File: src/verilog/charger_rail_irq_pkg.sv
// Constants, carriers and state type for the charger and rail interrupt block
`default_nettype none
package charger_rail_irq_pkg;
   // Register addresses
   localparam logic [7:0] ADDR_CHG_STATUS = 8'h01;
   localparam logic [7:0] ADDR_RAIL_STATUS = 8'h02;
   localparam logic [7:0] ADDR_CHG_MASK = 8'h03;
   localparam logic [7:0] ADDR_RAIL_MASK = 8'h04;
   localparam logic [7:0] ADDR_CHG_ACK = 8'h05;
   localparam logic [7:0] ADDR_RAIL_ACK = 8'h06;
   // Reset values and read value of unmapped addresses
   localparam logic [7:0] STATUS_RESET = 8'h00;
   localparam logic [7:0] MASK_RESET = 8'hFF;
   localparam logic [7:0] UNMAPPED_READ = 8'hFF;
   // Synchroniser reset for rail pins; the lid pin idles high, so no false edge after reset
   localparam logic [7:0] RAIL_PIN_IDLE = 8'h40;
   // Edge-set positions; others follow the condition level
   localparam logic [7:0] CHG_EDGE_BITS = 8'h21;
   localparam logic [7:0] RAIL_EDGE_BITS = 8'hE0;
   // Field positions
   localparam int CHG_TAPER_BIT = 3;
   localparam int RAIL_UNUSED_BIT = 4;
   localparam logic [7:0] CHG_RESET_BITS = 8'h1E;
   // Taper timer: 30 minutes at 250 MHz
   localparam longint unsigned TAPER_DELAY_MIN = 30;
   localparam longint unsigned CLK_HZ = 250_000_000;
   localparam int TAPER_CNT_W = 40;
   localparam logic [TAPER_CNT_W-1:0] TAPER_DELAY_CYCLES =
      TAPER_CNT_W'(TAPER_DELAY_MIN * 64'd60 * CLK_HZ);

   typedef struct packed {
      logic usb_valid;
      logic adapter_valid;
      logic thermal_suspend;
      logic term_current;
      logic taper_compare;
      logic fast_timeout;
      logic precharge_timeout;
      logic batt_temp_error;
   } chg_cond_t;

   typedef struct packed {
      logic pushbutton_shutdown_request;
      logic battery_lid_sense;
      logic supply_undervolt;
      logic low_power_mode;
      logic aux_linear_reg_b_fault;
      logic aux_linear_reg_a_fault;
      logic main_fault;
      logic core_fault;
   } rail_cond_t;

   typedef struct packed {
      logic wr;
      logic rd;
      logic [7:0] addr;
      logic [7:0] wdata;
   } reg_req_t;

   typedef struct packed {
      logic [7:0] chg_sync1;
      logic [7:0] chg_sync2;
      logic [7:0] chg_prev;
      logic [7:0] rail_sync1;
      logic [7:0] rail_sync2;
      logic [7:0] rail_prev;
      logic [7:0] chg_stat;
      logic [7:0] rail_stat;
      logic [7:0] mask_chg;
      logic [7:0] mask_rail;
      logic [7:0] chg_ack;
      logic [7:0] rail_ack;
      logic [7:0] rdata;
      logic int_oe_n;
      logic int_drive;
      logic chg_reset;
      logic [TAPER_CNT_W-1:0] taper_cnt;
      logic taper_done;
   } state_t;

   localparam state_t STATE_RESET = '{
      mask_chg: MASK_RESET,
      mask_rail: MASK_RESET,
      rail_sync1: RAIL_PIN_IDLE,
      rail_sync2: RAIL_PIN_IDLE,
      int_oe_n: 1'b1,
      default: '0
   };
endpackage : charger_rail_irq_pkg
`default_nettype wire

File: src/verilog/charger_rail_irq_status.sv
// Charger and rail status, mask and acknowledge logic driving the interrupt pin
//
// Overview of operation
// - USB status bit follows valid USB source
// - Adapter status bit follows valid adapter source
// - Thermal suspend bit set on rise of charging halt
// - Termination bit high after current crossed threshold
// - Timer off: bit 3 follows taper comparator
// - Timer on: taper reported after thirty minutes
// - Timeout bits report expired charger timers
// - Battery temperature error bit set on rise of condition
// - Writes to bits 1-4 reset charger only
// - Unmasked charge status bit asserts interrupt
// - Push-button request sets rail bit 7
// - Undervoltage sets rail bit 5
// - Rail bit 4 always reads zero
// - Linear regulator fault gated by enable
// - Main converter fault on rail bit 1
// - Core fault or selected low-power mode, bit 0
// - Rail bit rise drives interrupt unless masked
// - Charge mask blocks bits, resets all ones
// - Rail mask blocks bits, resets all ones
// - Acknowledged bit no longer drives interrupt
// - Acknowledge clears when status clears
// - Reading status acknowledges every set bit
// - Charge bits 5,0 edge set, others level
// - Rail bits 7-5 edge set, others level
`timescale 1ns/1ps
`default_nettype none
module charger_rail_irq_status #(
   parameter logic [charger_rail_irq_pkg::TAPER_CNT_W-1:0] TAPER_DELAY_CYCLES =
      charger_rail_irq_pkg::TAPER_DELAY_CYCLES
) (
   // Clock and reset
   input wire logic i_mclk,
   input wire logic i_reset,
   // Register port from the serial engine
   input wire charger_rail_irq_pkg::reg_req_t i_reg_req,
   output logic [7:0] o_reg_rdata,
   // Asynchronous conditions
   input wire charger_rail_irq_pkg::chg_cond_t i_chg_cond,
   input wire charger_rail_irq_pkg::rail_cond_t i_rail_cond,
   // Configuration bits from the device's setup registers
   input wire logic i_taper_timer_en,
   input wire logic i_aux_linear_reg_a_en,
   input wire logic i_aux_linear_reg_b_en,
   input wire logic i_core_lowpower_sel,
   // Charger restart request
   output logic o_charger_reset,
   // Open-drain interrupt pin
   output logic o_int_out,
   output logic o_int_oe_n
);

   charger_rail_irq_pkg::state_t st;
   charger_rail_irq_pkg::state_t next_st;

   logic [7:0] chg_cond;
   logic [7:0] rail_cond;
   logic [7:0] chg_rise;
   logic [7:0] rail_rise;
   logic [7:0] chg_pending;
   logic [7:0] rail_pending;
   logic rd_chg;
   logic rd_rail;
   logic wr_chg_reset;

   always_comb begin
      chg_cond = st.chg_sync2;
      // Bit 3 is the comparator itself or the expired taper timer
      chg_cond[charger_rail_irq_pkg::CHG_TAPER_BIT] = i_taper_timer_en ?
         st.taper_done :
         st.chg_sync2[charger_rail_irq_pkg::CHG_TAPER_BIT];
   end

   always_comb begin
      rail_cond = st.rail_sync2;
      rail_cond[6] = ~st.rail_sync2[6];
      rail_cond[charger_rail_irq_pkg::RAIL_UNUSED_BIT] = 1'b0;
      rail_cond[3] = st.rail_sync2[3] & i_aux_linear_reg_b_en;
      rail_cond[2] = st.rail_sync2[2] & i_aux_linear_reg_a_en;
      rail_cond[0] = st.rail_sync2[0] |
         (i_core_lowpower_sel & st.rail_sync2[charger_rail_irq_pkg::RAIL_UNUSED_BIT]);
   end

   assign chg_rise = chg_cond & ~st.chg_prev;
   assign rail_rise = rail_cond & ~st.rail_prev;

   // Acknowledged or masked bits do not reach the pin
   assign chg_pending = st.chg_stat & ~st.mask_chg & ~st.chg_ack;
   assign rail_pending = st.rail_stat & ~st.mask_rail & ~st.rail_ack;

   assign rd_chg = i_reg_req.rd &&
      (i_reg_req.addr == charger_rail_irq_pkg::ADDR_CHG_STATUS);
   assign rd_rail = i_reg_req.rd &&
      (i_reg_req.addr == charger_rail_irq_pkg::ADDR_RAIL_STATUS);
   assign wr_chg_reset = i_reg_req.wr &&
      (i_reg_req.addr == charger_rail_irq_pkg::ADDR_CHG_STATUS) &&
      ((i_reg_req.wdata & charger_rail_irq_pkg::CHG_RESET_BITS) != 8'h00);

   always_comb begin
      next_st = st;

      // Two-stage synchronisers and edge history
      next_st.chg_sync1 = i_chg_cond;
      next_st.chg_sync2 = st.chg_sync1;
      next_st.rail_sync1 = i_rail_cond;
      next_st.rail_sync2 = st.rail_sync1;
      next_st.chg_prev = chg_cond;
      next_st.rail_prev = rail_cond;

      // Taper timer restarts on comparator drop, disable or charger reset
      if (!i_taper_timer_en || wr_chg_reset ||
          !st.chg_sync2[charger_rail_irq_pkg::CHG_TAPER_BIT]) begin
         next_st.taper_cnt = '0;
         next_st.taper_done = 1'b0;
      end else if (st.taper_cnt >= TAPER_DELAY_CYCLES - 40'h1) begin
         next_st.taper_done = 1'b1;
      end else begin
         next_st.taper_cnt = st.taper_cnt + 40'h1;
      end

      // Edge bits: set on rise, clear once low and acknowledged; rise wins
      next_st.chg_stat = (chg_rise | (st.chg_stat & ~(~chg_cond & st.chg_ack))) &
         charger_rail_irq_pkg::CHG_EDGE_BITS;
      // Level bits copy the condition
      next_st.chg_stat = next_st.chg_stat |
         (chg_cond & ~charger_rail_irq_pkg::CHG_EDGE_BITS);

      next_st.rail_stat = (rail_rise | (st.rail_stat & ~(~rail_cond & st.rail_ack))) &
         charger_rail_irq_pkg::RAIL_EDGE_BITS;
      next_st.rail_stat = next_st.rail_stat |
         (rail_cond & ~charger_rail_irq_pkg::RAIL_EDGE_BITS);

      // Reading acknowledges set bits; a cleared status drops its ack
      next_st.chg_ack = (st.chg_ack | (rd_chg ? st.chg_stat : 8'h00)) &
         next_st.chg_stat;
      next_st.rail_ack = (st.rail_ack | (rd_rail ? st.rail_stat : 8'h00)) &
         next_st.rail_stat;

      // Only bits 4..1 of charge status take writes, as a charger restart
      next_st.chg_reset = wr_chg_reset;

      if (i_reg_req.wr) begin
         case (i_reg_req.addr)
            charger_rail_irq_pkg::ADDR_CHG_MASK: begin
               next_st.mask_chg = i_reg_req.wdata;
            end
            charger_rail_irq_pkg::ADDR_RAIL_MASK: begin
               next_st.mask_rail = i_reg_req.wdata;
            end
            default: begin
            end
         endcase
      end

      if (i_reg_req.rd) begin
         case (i_reg_req.addr)
            charger_rail_irq_pkg::ADDR_CHG_STATUS: next_st.rdata = st.chg_stat;
            charger_rail_irq_pkg::ADDR_RAIL_STATUS: next_st.rdata = st.rail_stat;
            charger_rail_irq_pkg::ADDR_CHG_MASK: next_st.rdata = st.mask_chg;
            charger_rail_irq_pkg::ADDR_RAIL_MASK: next_st.rdata = st.mask_rail;
            charger_rail_irq_pkg::ADDR_CHG_ACK: next_st.rdata = st.chg_ack;
            charger_rail_irq_pkg::ADDR_RAIL_ACK: next_st.rdata = st.rail_ack;
            default: next_st.rdata = charger_rail_irq_pkg::UNMAPPED_READ;
         endcase
      end

      // Pin pulled low while anything is pending
      next_st.int_oe_n = ~(|chg_pending | |rail_pending);
      next_st.int_drive = 1'b0;
   end

   always_ff @(posedge i_mclk) begin
      if (i_reset) begin
         st <= charger_rail_irq_pkg::STATE_RESET;
      end else begin
         st <= next_st;
      end
   end

   assign o_reg_rdata = st.rdata;
   assign o_charger_reset = st.chg_reset;
   assign o_int_out = st.int_drive;
   assign o_int_oe_n = st.int_oe_n;
endmodule : charger_rail_irq_status
`default_nettype wire

File: config.mk
export PLATFORM = sky130hd
export DESIGN_NAME = charger_rail_irq_status
export DESIGN_NICKNAME = d
export VERILOG_FILES = /design/src/verilog/charger_rail_irq_pkg.sv /design/src/verilog/charger_rail_irq_status.sv
export SDC_FILE = /design/constraint.sdc
export NUM_CORES = 1
export LEC_CHECK = 0
export ABC_AREA = 1
export BUFFER_PORTS_ARGS = -buffer_cell sky130_fd_sc_hd__clkbuf_2
export CAP_MARGIN = 40
export CORE_ASPECT_RATIO = 0.6
export CORE_MARGIN = 1
export CORE_UTILIZATION = 35
export CTS_BUF_LIST = sky130_fd_sc_hd__clkbuf_2 sky130_fd_sc_hd__clkbuf_4 sky130_fd_sc_hd__clkbuf_8
export CTS_CLUSTER_DIAMETER = 80
export DETAILED_ROUTE_END_ITERATION = 10
export GPL_TIMING_DRIVEN = 0
export HOLD_SLACK_MARGIN = 0.06
export MAX_ROUTING_LAYER = met4
export PLACE_DENSITY = 0.57
export SYNTH_ARGS = -nofsm -noshare
export SYNTH_HDL_FRONTEND = slang
export SYNTH_SLANG_ARGS = --single-unit
File: constraint.sdc
create_clock -name i_mclk -period 2.8 [get_ports i_mclk]
set_input_delay 0.14 -clock i_mclk [delete_from_list [all_inputs] [get_ports i_mclk]]
set_output_delay 0.14 -clock i_mclk [all_outputs]
set_load 0.02 [all_outputs]
==> impl_metrics.ini <==
[global_routing]
grt_max_degree = 17
grt_pass1_vias = 5336
grtUsageTotal_pct = 21.0
antenna_found_initial = 0
grt_overflow = 0
grt_pass1_wl_um = 29300

[power]
vdd_drop_max_uv = 286
p_int_mw = 2.88
p_per_area_nw_per_um2 = 507
power_mw = 3.95
switching_share_pct = 26.9
power.switching_mw = 1.06
p_clk_share_pct = 45.2
seq_power_share_pct = 49.7
p_leak_nw = 3.18
combPwrFrac_pct = 5.1

[die]
die_x_um = 178
io_pins = 51
die_y_um = 108
coreArea_sq_um = 18100
die_area_sq_um = 19200
std_cell_rows = 38
start_util_pct = 35.9

[worst_hold_path]
min_path_type = in2reg

[critical_path]
cp_num_buf_inv = 1
r2r_cells = 10
cp.required_ns = 3.14
slowest_stage = dfxtp_1
cp-endpoint = st[10]$_SDFFE_PP0N_
crit_path_start_kind = flop
critical_path.startpoint = st[1]$_SDFFE_PP0N_
r2r-start = st[1]$_SDFFE_PP0N_
cp_max_fo = 8
path_cells = ha_1 > nand3_2 > inv_2 > nand2_2 > nor2_1 > nand2_1 > nand3_1 > nand2_1 > a21oi_1 > nor2_1
rrSetupSlack_ns = 0.57
criticalPathCategory = reg2reg
slowest_delay_ns = 0.45
cp-end-kind = flop
r2r_end = st[10]$_SDFFE_PP0N_
critPathTopFamily = simple AND/OR/NAND/NOR gates
cp.depth = 10
cp.arrival_ns = 2.57

[logic_synthesis]
syn-num-nets = 979
yosys-top-cells-area = dfxtp_1 41%, nand2_1 13%, nor2_1 9.5%
synth_top_cell_by_area = dfxtp_1
yosysSeqAreaShare_pct = 41.2
async_flop_share_pct = 0
synth_warnings = 0
yosysTopAreaCellShare_pct = 41.2
netlist-cell-type-count = 40
ys_ff_latch = 134
syn-cell-area_sq_um = 6510
netlist_instances = 938
synth_ff_type = dfxtp_1
synth-edff-count = 0
synth_area_per_cell_sq_um = 6.94

[timing]
worst_pin_slew_ns = 0.630
setup_ws_ns = 0.570
hold_viol = 0
skew_ns = 0.0209
period_needed_ns = 2.23
finalSetupTns_ns = 0
fmax_mhz = 448
final-setup-viol-count = 0
rsz0062_at_grt = false
slew_headroom_pct = 58.0
period_share_pct = 79.6
slew_viol_final = 0

[clock_network]
postCtsSetupRepairBufs = 0
clkSinkCount = 134
cts_buffer_depth = 2
cts.reportedPaths.clkPinSlew_ns = 0.09
htree_levels = 4
cts_tree = done
post_cts_resized = 0
worstSkewPairLatency_ns = 0.46
cts-root-buf = clkbuf_8
numCtsBuffers = 17

[finish]
register_area_sq_um = 2680
multiInputGateArea_sq_um = 3140
layout-drive-gt1-share_pct = 15.9
nets = 1077
n_antenna_cell = 0
nFillCells = 1890
areaGrowthSynthToFinish_pct = 19.7

[routing]
wl_per_cell_um = 14.3
drt_iter0_drc = 493
drc = 0
drt-pass1-iter-count = 7
drtAntennaViolNets = 0
drt-total-wl_um = 18500
vias_per_cell = 4.75
vias = 6118

[placement]
hpwl_um = 14300
gp_congestion = 0.937
port_buffers = 49
dp_slack_ns = 0.675

[outcome]
outcome = finished, final reports clean

[run]
cap_violations = 0
## how the worst min path moves through the flow
stage                   start  slack, ns                      end  cells after the start
6_report        i_reg_req[16]       0.10        st[60]$_SDFF_PP0_                      3
4_1_cts         i_reg_req[16]       0.09        st[60]$_SDFF_PP0_                      3
3_5_place_dp   i_rail_cond[6]       0.32  next_st[114]$_SDFF_PP1_                      2
3_3_place_gp   i_rail_cond[6]       0.32  next_st[114]$_SDFF_PP1_                      2
2_1_floorplan         i_reset       0.22       st[129]$_SDFF_PP0_                      1
5_1_grt         i_reg_req[16]       0.10        st[60]$_SDFF_PP0_                      3
## layout by cell type, fill, tap and decap left out, drive strengths merged, types with 2 or more instances in the layout
cell type,netlist,layout
nand2,240,240
nor2,179,179
inv,131,141
dfxtp,134,134
clkbuf,10,76
nand3,56,56
a21oi,46,46
dlygate4sd3,0,30
o21ai,29,29
nand4,23,23
buf,19,19
nor3,13,13
xor2,10,10
o211ai,10,10
o22ai,8,8
a21boi,6,6
xnor2,4,4
o21a,4,4
nor4,3,3
o21bai,3,3
or2,3,3
nand3b,2,2
clkinv,0,2
bufinv,0,2
## Yosys cell counts, types with 6 or more instances
cell type	n
nor2_4	8
nor2_1	164
o22ai_1	8
inv_2	12
a21boi_0	6
nor3_1	13
a21oi_1	33
xor2_1	10
nand4_1	22
dfxtp_1	134
o21ai_0	29
nand2_1	221
inv_1	119
nand3_1	52
buf_4	11
clkbuf_1	10
nand2_2	15
a21oi_2	13
o211ai_1	10
## routing by layer
layer  GRT usage [%]  part of all wire, %
met2            24.0                   34
met1            34.7                   58
met3            4.98                  7.7
met4            4.03                 0.69
met5               -                    0
## tightest hold or removal path, cell delays in order
cell and delay (ns):
clkbuf_2 0.18, nand3_1 0.12, a21boi_0 0.06
## what timing repair did
action                                  4_1_cts  5_1_grt
hold buffers                                 30        0
endpoints found under the setup margin        0        0
hold endpoints to repair                     41        0
## cell families (layout without fill, tap and decap cells)
family | after synthesis | in the layout | share of synthesized area (%)
and+or+nand+nor | 520 | 520 | 35.9
buffers and inverters | 160 | 271 | 10.5
DFF | 134 | 134 | 41.2
xor gates and xnor gates | 14 | 14 | 1.88
AOI/OAI and AO/OA | 108 | 108 | 10.3
adders and majority gates | 1 | 1 | 0.192
other | 1 | 1 | 0.0576
## power groups by stage
stage / logic [mW] / registers, mW / clock network [mW]
after floorplan: 0.0957 / 2.00 / 0
after global placement: 0.167 / 2.01 / 0
after detailed placement: 0.168 / 2.01 / 0
after CTS: 0.200 / 1.96 / 1.82
after global routing: 0.223 / 1.97 / 1.91
final: 0.200 / 1.96 / 1.79
## flip-flops by register name, summed over array words and instances, names as in the netlist
signal and cells:
o_charger_reset 1, st 98, o_reg_rdata 8, next_st 19
o_int_oe_n 1, chg_cond 7
## stage by stage
| stage | std cells | instance area (sq um) | util [%] | hold WS [ns] |
|---|---|---|---|---|
| floorplan | 938 | 6510 | - | 0.219 |
| global placement | 1227 | 7060 | 39.0 | 0.323 |
| detailed placement | 1227 | 7060 | 39.0 | 0.324 |
| CTS | 1289 | 7790 | 43.0 | 0.0911 |
| global route | 1289 | 7790 | 43.0 | 0.105 |
| finish | 1289 | 7790 | 43.0 | 0.103 |
## final cells by class
cell class,instances,area share [%]
buffer,29,2.51
clock buffer,17,3.00
clock inverter,15,2.57
inverter,131,6.31
multi-input combinational,644,40.3
sequential,134,34.4
tap,240,3.85
timing repair buffer,79,7.00
Power figures use the tool's default switching activity.
